## config.mk

```make
export PLATFORM = sky130hd
export DESIGN_NAME = can_mailbox_fifo_status
export DESIGN_NICKNAME = d
export VERILOG_FILES = /design/src/inc/can_mbx_pkg.sv /design/src/design/rx_queue_status.sv /design/src/design/can_mailbox_fifo_status.sv
export VERILOG_INCLUDE_DIRS = /design/src /design/src/inc
export SDC_FILE = /design/constraint.sdc
export NUM_CORES = 1
export LEC_CHECK = 0
export ABC_AREA = 1
export BUFFER_PORTS_ARGS = -buffer_cell sky130_fd_sc_hd__buf_4
export CORE_MARGIN = 2
export CORE_UTILIZATION = 30
export CTS_BUF_LIST = sky130_fd_sc_hd__clkbuf_16
export DETAILED_ROUTE_END_ITERATION = 10
export SYNTH_ARGS = -nofsm -noshare
export SYNTH_HDL_FRONTEND = slang
export SYNTH_SLANG_ARGS = --single-unit
```

## constraint.sdc

```tcl
create_clock -name clk_sys_i -period 3.7 [get_ports clk_sys_i]
set_input_delay 0.185 -clock clk_sys_i [delete_from_list [all_inputs] [get_ports clk_sys_i]]
set_output_delay 0.185 -clock clk_sys_i [all_outputs]
set_load 0.01 [all_outputs]
```

## src/inc/can_mbx_params.svh

```systemverilog
`ifndef CAN_MBX_PARAMS_SVH
`define CAN_MBX_PARAMS_SVH
// ----------------------------------------
// Register byte offsets
// ----------------------------------------
`define CMF_TX_STATUS_OFS 8'h08
`define CMF_RXQ0_STATUS_OFS 8'h0C
`define CMF_RXQ1_STATUS_OFS 8'h10
`define CMF_CTRL_OFS 8'h40
// ----------------------------------------
// Reset values
// ----------------------------------------
`define CMF_TX_STATUS_RST 32'h1C00_0000
`define CMF_RXQ_STATUS_RST 32'h0000_0000
// ----------------------------------------
// Transmit status fields
// ----------------------------------------
`define CMF_TX_LOW_LSB 29
`define CMF_TX_VACANT_LSB 26
`define CMF_TX_CODE_LSB 24
`define CMF_TX_SLOT_STRIDE 8
`define CMF_TX_CANCEL_BIT 7
`define CMF_TX_FAULT_BIT 3
`define CMF_TX_LOST_BIT 2
`define CMF_TX_SUCCESS_BIT 1
`define CMF_TX_DONE_BIT 0
// ----------------------------------------
// Receive queue status fields
// ----------------------------------------
`define CMF_RX_RELEASE_BIT 5
`define CMF_RX_OVERRUN_BIT 4
`define CMF_RX_FULL_BIT 3
`define CMF_RX_COUNT_LSB 0
`define CMF_RX_DEPTH 2'h3
// ----------------------------------------
// Control register fields
// ----------------------------------------
`define CMF_CTRL_LOCK_BIT 0
`define CMF_CTRL_PIRQ0_BIT 1
`define CMF_CTRL_PIRQ1_BIT 2
`define CMF_CTRL_ORDER_BIT 3
`endif

```

## src/inc/can_mbx_pkg.sv

```systemverilog
package can_mbx_pkg;
    // Outcome of one transmission attempt
    typedef enum logic [1:0] {
        TX_OUT_SUCCESS,
        TX_OUT_BUS_FAULT,
        TX_OUT_LOST_ARB
    } tx_outcome_e;

    // Attempt report from the protocol engine
    typedef struct packed {
        logic valid;
        logic [1:0] slot;
        tx_outcome_e outcome;
    } tx_attempt_s;

    // Software write actions on one receive queue
    typedef struct packed {
        logic release_req;
        logic clr_overrun;
        logic clr_full;
    } rxq_write_s;

    // Visible state of one receive queue
    typedef struct packed {
        logic release_busy;
        logic overrun;
        logic full;
        logic [1:0] count;
    } rxq_status_s;
endpackage : can_mbx_pkg

```

## src/design/rx_queue_status.sv

```systemverilog
`timescale 1ns/1ps
`include "can_mbx_params.svh"
module rx_queue_status (
    input wire logic clk_sys_i,
    input wire logic srst_i,
    input wire logic clk_en_i,
    input wire logic store_i,
    input wire logic lock_i,
    input wire logic irq_en_i,
    input wire can_mbx_pkg::rxq_write_s wr_i,
    output can_mbx_pkg::rxq_status_s status_o,
    output logic release_o,
    output logic overwrite_o,
    output logic irq_o
);
    can_mbx_pkg::rxq_status_s st_q, st_d;
    logic irq_q, irq_d;
    logic [1:0] eff;

    // Next queue state from stores, releases and clears
    always_comb begin
        st_d = st_q;
        eff = st_q.count - {1'b0, st_q.release_busy};
        st_d.count = eff;
        st_d.release_busy = 1'b0;
        if (!st_q.release_busy && wr_i.release_req && st_q.count != 2'h0) begin
            st_d.release_busy = 1'b1;
        end
        if (wr_i.clr_overrun) st_d.overrun = 1'b0;
        if (wr_i.clr_full) st_d.full = 1'b0;
        if (store_i) begin
            if (eff != `CMF_RX_DEPTH) st_d.count = eff + 2'h1;
            else st_d.overrun = 1'b1;
        end
        if (st_d.count == `CMF_RX_DEPTH) st_d.full = 1'b1;
        irq_d = irq_en_i && st_d.count != 2'h0;
    end

    // State registers
    always_ff @(posedge clk_sys_i) begin
        if (srst_i) begin
            st_q <= '0;
            irq_q <= 1'b0;
        end else if (clk_en_i) begin
            st_q <= st_d;
            irq_q <= irq_d;
        end
    end

    assign status_o = st_q;
    assign irq_o = irq_q;
    assign release_o = st_q.release_busy;
    // Full queue: lock discards the new message, else it replaces the last
    assign overwrite_o = store_i && eff == `CMF_RX_DEPTH && !lock_i;

    a_release_drops_count: assert property (@(posedge clk_sys_i) disable iff (srst_i || !clk_en_i)
        (st_q.release_busy && !store_i) |=> st_q.count == $past(st_q.count) - 2'h1)
        else $error("release did not drop count");
    a_empty_release_idle: assert property (@(posedge clk_sys_i) disable iff (srst_i || !clk_en_i)
        (wr_i.release_req && st_q.count == 2'h0) |=> !st_q.release_busy)
        else $error("release on empty queue took effect");
    a_overrun_on_full: assert property (@(posedge clk_sys_i) disable iff (srst_i || !clk_en_i)
        (store_i && st_q.count == 2'h3 && !st_q.release_busy) |=> st_q.overrun && st_q.count == 2'h3)
        else $error("overrun not flagged");
    a_irq_follows_count: assert property (@(posedge clk_sys_i) disable iff (srst_i || !clk_en_i)
        (irq_en_i && st_q.count != 2'h0 && !st_q.release_busy && !$past(wr_i.release_req)) |=> irq_o)
        else $error("pending irq missing");
endmodule : rx_queue_status

```

## src/design/can_mailbox_fifo_status.sv

```systemverilog
// Behaviour
// - Lowest-ranked pending mailbox flagged when several pending
// - Lowest flags zero with single pending mailbox
// - Vacant flag set while no request outstanding
// - Code gives next free mailbox index
// - All pending: code gives lowest-priority mailbox
// - Cancel bit cleared once mailbox empty
// - Cancel on idle mailbox has no effect
// - Bus-fault flag set on failed attempt
// - Lost-arbitration flag set on lost attempt
// - Success flag updated after every attempt
// - Done flag set when transmit or abort finishes
// - Done cleared by write-one or new request
// - Clearing done clears success, lost, fault
// - Transmit status resets to 0x1C000000
// - Release ignored when queue is empty
// - Release bit self-clears after release
// - Overrun set on accepted message while full
// - Full flag set at three, write-one clears
// - Count up on store, down on release
// - Second queue register identical at 0x10
// - Reserved bits read zero
// - Full queue: overwrite unless locked, else discard
// - Pending irq when count nonzero and enabled
`timescale 1ns/1ps
`include "can_mbx_params.svh"
module can_mailbox_fifo_status #(
    parameter int ID_W = 29
) (
    input wire logic clk_sys_i,
    input wire logic srst_i,
    input wire logic clk_en_i,
    input wire logic [7:0] avs_address_i,
    input wire logic avs_read_i,
    input wire logic avs_write_i,
    input wire logic [31:0] avs_writedata_i,
    input wire logic [3:0] avs_byteenable_i,
    output logic [31:0] avs_readdata_o,
    output logic avs_waitrequest_o,
    input wire logic [2:0] tx_send_request_i,
    input wire logic [2:0] tx_active_i,
    input wire can_mbx_pkg::tx_attempt_s tx_attempt_i,
    input wire logic [2:0][ID_W-1:0] tx_slot_id_i,
    output logic [2:0] tx_pending_o,
    output logic [2:0] tx_cancel_o,
    output logic [1:0] tx_next_slot_o,
    input wire logic [1:0] rx_store_i,
    output logic [1:0] rx_release_o,
    output logic [1:0] rx_overwrite_o,
    output logic [1:0] rx_pending_irq_o
);
    // ----------------------------------------
    // Helpers
    // ----------------------------------------
    // Index of the lowest set bit of a three-bit vector
    function automatic logic [1:0] first_set(input logic [2:0] v);
        logic [1:0] r;
        r = 2'h0;
        if (v[0]) r = 2'h0;
        else if (v[1]) r = 2'h1;
        else if (v[2]) r = 2'h2;
        return r;
    endfunction : first_set

    // Offset match on a word-aligned byte address
    function automatic logic hit(input logic [7:0] a, input logic [7:0] ofs);
        return a == ofs;
    endfunction : hit

    // ----------------------------------------
    // Avalon slave: one wait state per access
    // ----------------------------------------
    logic ack_q, ack_d;
    logic [31:0] rdata_q, rdata_d;
    logic [31:0] rd_word;
    logic [31:0] wmask;
    logic [31:0] wbits;
    logic wr_en;
    logic wr_tx, wr_ctrl;
    logic [1:0] wr_rxq;

    // Byte lanes to bit mask
    always_comb begin
        for (int b = 0; b < 4; b++) begin
            wmask[b*8 +: 8] = {8{avs_byteenable_i[b]}};
        end
    end

    assign wbits = avs_writedata_i & wmask;
    assign wr_en = avs_write_i && ack_q && clk_en_i;
    assign wr_tx = wr_en && hit(avs_address_i, `CMF_TX_STATUS_OFS);
    assign wr_rxq[0] = wr_en && hit(avs_address_i, `CMF_RXQ0_STATUS_OFS);
    assign wr_rxq[1] = wr_en && hit(avs_address_i, `CMF_RXQ1_STATUS_OFS);
    assign wr_ctrl = wr_en && hit(avs_address_i, `CMF_CTRL_OFS);
    assign avs_waitrequest_o = (avs_read_i || avs_write_i) && !(ack_q && clk_en_i);
    assign avs_readdata_o = rdata_q;

    // Acknowledge and read capture
    always_comb begin
        ack_d = (avs_read_i || avs_write_i) && !ack_q;
        rdata_d = rdata_q;
        if (avs_read_i && !ack_q) begin
            rdata_d = rd_word;
        end
    end

    // Bus registers
    always_ff @(posedge clk_sys_i) begin
        if (srst_i) begin
            ack_q <= 1'b0;
            rdata_q <= 32'h0000_0000;
        end else if (clk_en_i) begin
            ack_q <= ack_d;
            rdata_q <= rdata_d;
        end
    end

    // ----------------------------------------
    // Control register
    // ----------------------------------------
    logic [3:0] ctrl_q, ctrl_d;

    // Lock, irq enables and priority mode
    always_comb begin
        ctrl_d = ctrl_q;
        if (wr_ctrl) begin
            ctrl_d = (ctrl_q & ~wmask[3:0]) | wbits[3:0];
        end
    end

    // Control storage
    always_ff @(posedge clk_sys_i) begin
        if (srst_i) begin
            ctrl_q <= 4'h0;
        end else if (clk_en_i) begin
            ctrl_q <= ctrl_d;
        end
    end

    // ----------------------------------------
    // Transmit mailbox state
    // ----------------------------------------
    logic [2:0] pending_q, pending_d;
    logic [2:0] cancel_q, cancel_d;
    logic [2:0] fault_q, fault_d;
    logic [2:0] lost_q, lost_d;
    logic [2:0] success_q, success_d;
    logic [2:0] done_q, done_d;
    logic [2:0][2:0] older_q, older_d;
    logic [2:0] low;
    logic [2:0] vacant;
    logic [1:0] code;
    logic order_mode;
    logic hit_slot;

    assign order_mode = ctrl_q[`CMF_CTRL_ORDER_BIT];

    // Mailbox flags from requests, attempts, aborts and writes
    always_comb begin
        pending_d = pending_q;
        cancel_d = cancel_q;
        fault_d = fault_q;
        lost_d = lost_q;
        success_d = success_q;
        done_d = done_q;
        older_d = older_q;
        hit_slot = 1'b0;
        for (int i = 0; i < 3; i++) begin
            // Write-one clears status, write-one to cancel requests an abort; zeros leave flags alone
            if (wr_tx) begin
                if (wbits[i*`CMF_TX_SLOT_STRIDE + `CMF_TX_FAULT_BIT]) fault_d[i] = 1'b0;
                if (wbits[i*`CMF_TX_SLOT_STRIDE + `CMF_TX_LOST_BIT]) lost_d[i] = 1'b0;
                if (wbits[i*`CMF_TX_SLOT_STRIDE + `CMF_TX_SUCCESS_BIT]) success_d[i] = 1'b0;
                if (wbits[i*`CMF_TX_SLOT_STRIDE + `CMF_TX_DONE_BIT]) begin
                    done_d[i] = 1'b0;
                    fault_d[i] = 1'b0;
                    lost_d[i] = 1'b0;
                    success_d[i] = 1'b0;
                end
                if (wbits[i*`CMF_TX_SLOT_STRIDE + `CMF_TX_CANCEL_BIT] && pending_q[i]) begin
                    cancel_d[i] = 1'b1;
                end
            end
            // New request: pending, status cleared, youngest in order
            if (tx_send_request_i[i]) begin
                pending_d[i] = 1'b1;
                done_d[i] = 1'b0;
                fault_d[i] = 1'b0;
                lost_d[i] = 1'b0;
                success_d[i] = 1'b0;
                cancel_d[i] = 1'b0;
                for (int j = 0; j < 3; j++) begin
                    if (j != i) begin
                        older_d[j][i] = 1'b1;
                        older_d[i][j] = 1'b0;
                    end
                end
            end
            hit_slot = tx_attempt_i.valid && tx_attempt_i.slot == 2'(i) && pending_q[i];
            if (hit_slot) begin
                // Attempt result; hardware set wins over a same-cycle clear
                success_d[i] = tx_attempt_i.outcome == can_mbx_pkg::TX_OUT_SUCCESS;
                fault_d[i] = tx_attempt_i.outcome == can_mbx_pkg::TX_OUT_BUS_FAULT;
                lost_d[i] = tx_attempt_i.outcome == can_mbx_pkg::TX_OUT_LOST_ARB;
                if (success_d[i] || cancel_q[i]) begin
                    pending_d[i] = 1'b0;
                    done_d[i] = 1'b1;
                end
            end else if (cancel_q[i] && pending_q[i] && !tx_active_i[i]) begin
                // Abort of an idle pending mailbox finishes at once
                pending_d[i] = 1'b0;
                done_d[i] = 1'b1;
            end
            if (!pending_d[i]) begin
                cancel_d[i] = 1'b0;
            end
        end
    end

    // Mailbox registers
    always_ff @(posedge clk_sys_i) begin
        if (srst_i) begin
            pending_q <= 3'h0;
            cancel_q <= 3'h0;
            fault_q <= 3'h0;
            lost_q <= 3'h0;
            success_q <= 3'h0;
            done_q <= 3'h0;
            older_q <= '0;
        end else if (clk_en_i) begin
            pending_q <= pending_d;
            cancel_q <= cancel_d;
            fault_q <= fault_d;
            lost_q <= lost_d;
            success_q <= success_d;
            done_q <= done_d;
            older_q <= older_d;
        end
    end

    // ----------------------------------------
    // Priority ranking and mailbox code
    // ----------------------------------------
    // True when mailbox a ranks below mailbox b
    function automatic logic ranks_below(
        input int a,
        input int b,
        input logic mode,
        input logic [2:0][2:0] older,
        input logic [2:0][ID_W-1:0] ids
    );
        logic r;
        r = 1'b0;
        if (mode) r = older[b][a];
        else if (ids[a] != ids[b]) r = ids[a] > ids[b];
        else r = a > b;
        return r;
    endfunction : ranks_below

    // Lowest-priority flag per mailbox
    always_comb begin
        for (int i = 0; i < 3; i++) begin
            low[i] = pending_q[i] && ($countones(pending_q) > 1);
            for (int j = 0; j < 3; j++) begin
                if (j != i && pending_q[j] && !ranks_below(i, j, order_mode, older_q, tx_slot_id_i)) begin
                    low[i] = 1'b0;
                end
            end
        end
    end

    assign vacant = ~pending_q;

    // Next free mailbox, or the lowest one when all are pending
    always_comb begin
        if (vacant != 3'h0) code = first_set(vacant);
        else code = first_set(low);
    end

    assign tx_pending_o = pending_q;
    assign tx_cancel_o = cancel_q;
    assign tx_next_slot_o = code;

    // ----------------------------------------
    // Receive queues
    // ----------------------------------------
    can_mbx_pkg::rxq_write_s [1:0] rxq_wr;
    can_mbx_pkg::rxq_status_s [1:0] rxq_st;
    logic [1:0] pirq_en;

    assign pirq_en = {ctrl_q[`CMF_CTRL_PIRQ1_BIT], ctrl_q[`CMF_CTRL_PIRQ0_BIT]};

    generate
        for (genvar q = 0; q < 2; q++) begin : g_rxq
            // Release request and write-one clears for this queue
            assign rxq_wr[q].release_req = wr_rxq[q] && wbits[`CMF_RX_RELEASE_BIT];
            assign rxq_wr[q].clr_overrun = wr_rxq[q] && wbits[`CMF_RX_OVERRUN_BIT];
            assign rxq_wr[q].clr_full = wr_rxq[q] && wbits[`CMF_RX_FULL_BIT];

            rx_queue_status u_rxq (
                .clk_sys_i(clk_sys_i),
                .srst_i(srst_i),
                .clk_en_i(clk_en_i),
                .store_i(rx_store_i[q]),
                .lock_i(ctrl_q[`CMF_CTRL_LOCK_BIT]),
                .irq_en_i(pirq_en[q]),
                .wr_i(rxq_wr[q]),
                .status_o(rxq_st[q]),
                .release_o(rx_release_o[q]),
                .overwrite_o(rx_overwrite_o[q]),
                .irq_o(rx_pending_irq_o[q])
            );
        end
    endgenerate

    // ----------------------------------------
    // Read-back words
    // ----------------------------------------
    logic [31:0] tx_word;
    logic [1:0][31:0] rxq_word;

    // Assemble status words; unlisted bits stay zero
    always_comb begin
        tx_word = 32'h0000_0000;
        tx_word[`CMF_TX_LOW_LSB +: 3] = low;
        tx_word[`CMF_TX_VACANT_LSB +: 3] = vacant;
        tx_word[`CMF_TX_CODE_LSB +: 2] = code;
        for (int i = 0; i < 3; i++) begin
            tx_word[i*`CMF_TX_SLOT_STRIDE + `CMF_TX_CANCEL_BIT] = cancel_q[i];
            tx_word[i*`CMF_TX_SLOT_STRIDE + `CMF_TX_FAULT_BIT] = fault_q[i];
            tx_word[i*`CMF_TX_SLOT_STRIDE + `CMF_TX_LOST_BIT] = lost_q[i];
            tx_word[i*`CMF_TX_SLOT_STRIDE + `CMF_TX_SUCCESS_BIT] = success_q[i];
            tx_word[i*`CMF_TX_SLOT_STRIDE + `CMF_TX_DONE_BIT] = done_q[i];
        end
        for (int q = 0; q < 2; q++) begin
            rxq_word[q] = 32'h0000_0000;
            rxq_word[q][`CMF_RX_RELEASE_BIT] = rxq_st[q].release_busy;
            rxq_word[q][`CMF_RX_OVERRUN_BIT] = rxq_st[q].overrun;
            rxq_word[q][`CMF_RX_FULL_BIT] = rxq_st[q].full;
            rxq_word[q][`CMF_RX_COUNT_LSB +: 2] = rxq_st[q].count;
        end
    end

    // Address decode for reads; unmapped reads zero
    always_comb begin
        rd_word = 32'h0000_0000;
        if (hit(avs_address_i, `CMF_TX_STATUS_OFS)) rd_word = tx_word;
        else if (hit(avs_address_i, `CMF_RXQ0_STATUS_OFS)) rd_word = rxq_word[0];
        else if (hit(avs_address_i, `CMF_RXQ1_STATUS_OFS)) rd_word = rxq_word[1];
        else if (hit(avs_address_i, `CMF_CTRL_OFS)) rd_word = {28'h000_0000, ctrl_q};
    end

    // ----------------------------------------
    // Checks
    // ----------------------------------------
    a_reset_word_value: assert property (@(posedge clk_sys_i)
        srst_i |=> tx_word == `CMF_TX_STATUS_RST)
        else $error("transmit status reset value wrong");
    a_single_no_low: assert property (@(posedge clk_sys_i) disable iff (srst_i)
        ($countones(pending_q) <= 1) |-> low == 3'h0)
        else $error("lowest flag with single pending");
    a_all_pending_code: assert property (@(posedge clk_sys_i) disable iff (srst_i)
        (pending_q == 3'h7) |-> low[code] && $countones(low) == 1)
        else $error("code not at lowest mailbox");
    a_free_code_vacant: assert property (@(posedge clk_sys_i) disable iff (srst_i)
        (pending_q != 3'h7) |-> vacant[code])
        else $error("code not at free mailbox");
    a_request_clears_vacant: assert property (@(posedge clk_sys_i) disable iff (srst_i || !clk_en_i)
        tx_send_request_i[0] |=> !vacant[0] && !done_q[0])
        else $error("request did not occupy mailbox");
    a_cancel_idle_ignored: assert property (@(posedge clk_sys_i) disable iff (srst_i || !clk_en_i)
        (wr_tx && wbits[2*`CMF_TX_SLOT_STRIDE + `CMF_TX_CANCEL_BIT] && !pending_q[2]
            && !tx_send_request_i[2])
        |=> !cancel_q[2])
        else $error("cancel on idle mailbox stored");
    a_success_finishes: assert property (@(posedge clk_sys_i) disable iff (srst_i || !clk_en_i)
        (tx_attempt_i.valid && tx_attempt_i.outcome == can_mbx_pkg::TX_OUT_SUCCESS
            && pending_q[tx_attempt_i.slot])
        |=> done_q[$past(tx_attempt_i.slot)] && success_q[$past(tx_attempt_i.slot)]
            && vacant[$past(tx_attempt_i.slot)])
        else $error("success did not complete mailbox");
    a_done_clear_all: assert property (@(posedge clk_sys_i) disable iff (srst_i || !clk_en_i)
        (wr_tx && wbits[2*`CMF_TX_SLOT_STRIDE + `CMF_TX_DONE_BIT]
            && !(tx_attempt_i.valid && tx_attempt_i.slot == 2'h2) && !cancel_q[2])
        |=> !done_q[2] && !success_q[2] && !lost_q[2] && !fault_q[2])
        else $error("done clear left status");
    a_cancel_gone_empty: assert property (@(posedge clk_sys_i) disable iff (srst_i)
        !pending_q[0] |-> !cancel_q[0])
        else $error("cancel set on empty mailbox");
    a_bus_wait_once: assert property (@(posedge clk_sys_i) disable iff (srst_i || !clk_en_i)
        ((avs_read_i || avs_write_i) && !ack_q) |-> avs_waitrequest_o ##1 !avs_waitrequest_o)
        else $error("wait state count wrong");
endmodule : can_mailbox_fifo_status

```

After elaboration in Yosys (flattened, before gate mapping)
Cells that the tools add are included.
Widths: inputs -> output; s select.
- $add $sub $neg: 6
- order comparisons: 7
- equality and inequality tests: 26
- mux-type cells: 140
- bitwise operators: 5
- reductions and logical operators: 111
- operators by type and width (kind ; number):
    $gt 29x29->1 ; 6
    $ne 29x29->1 ; 6
    $mux 1 ; 123
    $logic_and 1x1->1 ; 50
    $reduce_and 3->1 ; 12
    $reduce_bool 4->1 ; 9
    $mux 32 ; 1
    $and 24x24->24 ; 1
    $mux 2 ; 11
    $reduce_bool 2->1 ; 9
    $eq 8x4->1 const B ; 2
    $logic_not 1->1 ; 14
    $reduce_and 2->1 ; 7
    $eq 2x2->1 const B ; 6
    $mux 6 ; 2
    $reduce_bool 3->1 ; 4
    $ne 3x2->1 const B ; 3
    $ne 3x3->1 const B ; 3
    $eq 8x5->1 const B ; 1
    $eq 8x7->1 const B ; 1
    $mux 3 ; 2
    $add 2x1->2 const B ; 2
    $and 4x4->4 ; 1
    $eq 2x1->1 const B ; 2
    11 further kinds ; 17
- register bits: 73
- output and inout bits: 47
- logic and storage cells: 328

Logic depth before layout (Yosys ltp)
- word-level depth: 12
- gate-level depth with buffers: 18

By module
From an unflattened synthesis, not the netlist that was laid out.
- cell total of the unflattened synthesis: 899
- area total of the unflattened synthesis: 5711.7 um^2
- by module, submodules not included (module ; times used ; cells each ; area each (um^2) ; sequential area each (um^2)):
    can_mailbox_fifo_status ; 1 ; 809 ; 5071.1 ; 1081.0
    rx_queue_status ; 2 ; 45 ; 320.3 ; 120.1

Least setup slack after synthesis
Ideal clock, no wire load.
- path type: input-to-output
- start point: input tx_slot_id_i[28] (netlist bit)
- end point: output tx_next_slot_o[1]
- arrival time: 1652 ps
- required time: 3515 ps
- path slack: 1863 ps
- stages on the path: 16
- path buffers: 0
- cells stage by stage: inv_1 ha_1 nand2_1 nor2_2 nand2_2 nor2_4 nand2_2 nor2_2 nand2_1 nand3_1 nand2_1 nand2_1 nand2_1 nor2_2 nand3_2 a21oi_1
- cells in the longest elaborated chain, start to end: 11
- elaborated cells on any way between the ends: 34
- classes of those cells: 4 x order compare; 4 x eq/ne; 18 x mux; 8 x reduce/logical
- RTL lines (element ; RTL line ; RTL):
    from (decl) ; can_mailbox_fifo_status.sv:43 ; input wire logic [2:0][ID_W-1:0] tx_slot_id_i,
    $gt 29x29->1 / $ne 29x29->1 (equally long branches) ; can_mailbox_fifo_status.sv:255 ; else if (ids[a] != ids[b]) r = ids[a] > ids[b];
    $mux 1 ; can_mailbox_fifo_status.sv:255 ;
    $mux 1 ; can_mailbox_fifo_status.sv:254 ; if (mode) r = older[b][a];
    $logic_not 1->1 ; can_mailbox_fifo_status.sv:265 ; if (j != i && pending_q[j] && !ranks_below(i, j, order_mode, older_q, tx_slot_id_i)) begin
    $logic_and 1x1->1 ; can_mailbox_fifo_status.sv:265 ;
    $mux 1 (2 in a row) ; can_mailbox_fifo_status.sv:265 ;
    $mux 2 ; can_mailbox_fifo_status.sv:61 ; else if (v[2]) r = 2'h2;
    $mux 2 ; can_mailbox_fifo_status.sv:60 ; else if (v[1]) r = 2'h1;
    $mux 2 * ; can_mailbox_fifo_status.sv:59 ; if (v[0]) r = 2'h0;
    $mux 2 * ; can_mailbox_fifo_status.sv:276 ; if (vacant != 3'h0) code = first_set(vacant);
    to (decl) ; can_mailbox_fifo_status.sv:46 ; output logic [1:0] tx_next_slot_o,
Mark *: on every way between the ends. The rest lies on a longest branch, timed or not.

Worst setup path after layout
Ends and elaborated chain as after synthesis.

==> results.py <==
metrics = {
    "run_status": {
        "status": "finished, final reports clean",
    },
    "placed_design": {
        "port_buffers": 172,
        "post_dp_cell_area_um2": 7293,
        "place_ws_ns": 1.422,
        "gp_congestion": 0.8455,
        "place_hpwl_um": 14190,
    },
    "power": {
        "cellLeakagePower_nw": 3.877,
        "p_per_area_nw_per_um2": 273.5,
        "p_sw_share_pct": 29.17,
        "p_int_mw": 1.466,
        "ir_drop_v": 0.0002378,
        "p_switching_mw": 0.6040,
        "clockPowerShare_pct": 38.9,
        "comb_power_share_pct": 25.4,
        "p_seq_share_pct": 35.8,
    },
    "yosys": {
        "synth-compound-area-share_pct": 15.30,
        "yosysTopAreaCell": "dfxtp_1",
        "synthDistinctLibCells": 37,
        "synth-simple-area-share_pct": 29.74,
        "yosys.area_share.xor_xnor_pct": 0.3017,
        "synth_top_cell_area_share_pct": 22.76,
        "netlist_top_cells_area": "dfxtp_1 (23%), ha_1 (19%), nand2_1 (16%)",
        "synth-seq-cells": 66,
        "yosys.area_share.adder_pct": 19.40,
        "seq_area_frac_synth_pct": 22.76,
        "ys_warn_count": 0,
        "synth.cell_area_um2": 5806,
        "synthCells": 894,
        "syn_avg_cell_area_um2": 6.494,
        "synth_top_family_by_area": "simple AND/OR/NAND/NOR gates",
        "synthMuxAreaShare_pct": 0,
    },
    "cells_and_area": {
        "stdcell_area_um2": 7570,
        "drive_above_1_share_pct": 19.91,
        "num_antenna_cells": 0,
        "area_delta_synth_final_pct": 30.39,
        "fin_nets": 1295,
    },
    "detailed_routing": {
        "viasPerCell": 4.612,
        "wl_per_cell_um": 13.02,
        "finalWirelength_um": 17190,
        "vias": 6088,
        "first_pass_iters": 5,
        "first_iter_violations": 314,
        "detail-route-antenna-nets": 0,
        "drc": 0,
    },
    "timing": {
        "skew_ns": 0.005883,
        "hold_viol_final": 0,
        "rsz0062_at_grt": "no",
        "fin_crit_ns": 2.296,
        "fin_setup_tns_ns": 0,
        "drv_slew": 0,
        "setup_viol": 0,
        "min_period_over_period_pct": 62.07,
        "slew_headroom_pct": 61.81,
        "fmax_mhz": 435.5,
        "worst-slew-pin-transition_ns": 0.5722,
        "setup_slack_ns": 1.404,
    },
    "worst_setup_path": {
        "start_kind": "input port",
        "crit_top_cell": "nand2_1",
        "worstSetupEndpointType": "output pin",
        "r2r-start": "ack_q",
        "critPathBufInv": 3,
        "r2r_slack_ns": 1.92,
        "reg2regPathDepth": 6,
        "r2r_end": "avs_readdata_o[0]",
        "crit_required_ns": 3.51,
        "critical-path-max-stage-delay_ns": 0.29,
        "path_delay_family": "simple AND/OR/NAND/NOR gates",
        "cp_slowest_cell": "ha_1",
        "crit_chain": "buf_4, inv_1, ha_1, nand2_1, nor2_2, nand2_2, nor2_4, nand2_2, nor2_2, nand2_1, nand3_1, nand2_1, nand2_1, nand2_1, nor2_2, nand3_2, a21oi_1, buf_4",
        "crit_type": "input port to output pin",
        "arrival_ns": 2.11,
        "cp_max_fo": 3,
    },
    "clock_network": {
        "clk_latency_ns": 0.33,
        "cts_tree": "yes",
        "root_buffer": "clkbuf_16",
        "cts.sinks": 66,
        "hold_buffers": 0,
        "clk_pin_slew_ns": 0.05,
        "post_cts_buffers": 0,
        "cts_buffers": 9,
        "htreeDepth": 3,
        "cts_max_path_buffers": 2,
        "cts_resized": 0,
    },
    "floorplan": {
        "dieArea_um2": 20480,
        "rows": 50,
        "die_y_um": 143.1,
        "initial_core_util_pct": 30.83,
        "ios": 196,
        "dieWidth_um": 143.1,
        "core-area_um2": 18830,
    },
    "hold_path": {
        "worstHoldStart": "avs_writedata_i[0]",
        "hp-class": "input port to flop",
        "min_path_cells": 3,
    },
    "grt": {
        "antenna_found_initial": 0,
        "grtUsageTotal_pct": 16.94,
        "grt_pass1_vias": 5892,
        "grt_pass1_wl_um": 27960,
        "grt_max_degree": 48,
        "grt_overflow": 0,
    },
    "flow_run": {
        "drv_cap": 0,
    },
}
==> worst max path at each step <==
stage,startpoint,endpoint,slack [ns],depth (start not counted)
2_1_floorplan,tx_slot_id_i[28],tx_next_slot_o[1],1.86,16
3_3_place_gp,tx_slot_id_i[20],tx_next_slot_o[1],1.45,14
3_5_place_dp,tx_slot_id_i[28],tx_next_slot_o[1],1.42,18
4_1_cts,tx_slot_id_i[28],tx_next_slot_o[1],1.41,18
5_1_grt,tx_slot_id_i[28],tx_next_slot_o[1],1.21,18
6_report,tx_slot_id_i[28],tx_next_slot_o[1],1.40,18
==> layout by cell type (no fill, tap or decap), types with 8 or more instances in the layout <==
cell and count:
buf_4 173, clkbuf_16 9, o21ai_0 36, nand4_1 21
dfxtp_1 66, nor2_2 8, nand2_1 241, a21oi_1 99
inv_1 149, ha_1 90, nor2_1 66, nand3_1 35
o211ai_1 10
==> stage by stage <==
step | hold slack [ns] | utilization, % | power, mW | std cells
2_1_floorplan | 0.3123 | - | 1.062 | 900
3_3_place_gp | 0.4442 | 38.73 | 1.277 | 1305
3_5_place_dp | 0.4438 | 38.73 | 1.281 | 1305
4_1_cts | 0.1166 | 40.20 | 2.087 | 1320
5_1_grt | 0.1319 | 40.20 | 2.202 | 1320
6_report | 0.1250 | 40.20 | 2.070 | 1320
==> tightest hold or removal path, cell delays in order <==
cell     delay (ns)
buf_4          0.12
inv_1          0.04
a21oi_1        0.05
==> final cells by class <==
type / count / area (um^2)
clock buffer: 9 / 225.2
clock inverter: 6 / 51.30
fill: 1995 / 11260
inverter: 150 / 563.0
multi-input combinational: 656 / 3785
sequential: 66 / 1321
tap: 260 / 325.3
timing repair buffer: 173 / 1299
==> routing by layer <==
layer  track usage (%)  up-vias  part of all wire (%)
met5                 0        -                     0
met4             2.553        0                  0.81
met3             3.488       13                   4.9
met2             29.01      147                    47
met1             22.33     2694                    47
li1                  -     3234                     -
==> logic make-up (layout without fill, tap and decap cells) <==
logic type,count (synthesis),count (layout)
xor gates and xnor gates,2,2
AOI/OAI and AO/OA,163,163
DFF,66,66
other,1,7
adders and majority gates,90,90
buffers and inverters,178,338
and+or+nand+nor,394,394
==> power groups by stage <==
stage                     logic [mW]  clock network, mW  registers, mW
after floorplan                0.310                  0          0.752
after global placement         0.522                  0          0.755
after detailed placement       0.526                  0          0.755
after CTS                      0.529              0.818          0.740
after global routing           0.604              0.856          0.742
final                          0.525              0.805          0.740
==> flip-flops by register name, summed over array words and instances, names as in the netlist, named ones only <==
signal / cells
tx_cancel_o: 3
done_q: 3
g_rxq.u_rxq.status_o: 8
fault_q: 3
tx_pending_o: 3
g_rxq.u_rxq.irq_o: 2
older_q: 6
lost_q: 3
g_rxq.u_rxq.release_o: 2
ack_q: 1
avs_readdata_o: 25
success_q: 3
==> Yosys cell counts (all sizes together) <==
| library cell | n |
|---|---|
| nor3b | 2 |
| o211ai | 10 |
| a221oi | 2 |
| dfxtp | 66 |
| a31oi | 4 |
| inv | 150 |
| o21ai | 37 |
| nand4 | 21 |
| a21oi | 101 |
| conb | 1 |
| o21a | 1 |
| xnor2 | 2 |
| clkbuf | 10 |
| o31ai | 3 |
| a211oi | 1 |
| ha | 90 |
| nor4 | 5 |
| nand2 | 243 |
| nor2b | 1 |
| buf | 18 |
| a22o | 1 |
| nor2 | 75 |
| nor3 | 8 |
| nand3 | 39 |
| a21o | 3 |
Power figures use the tool's default switching activity.
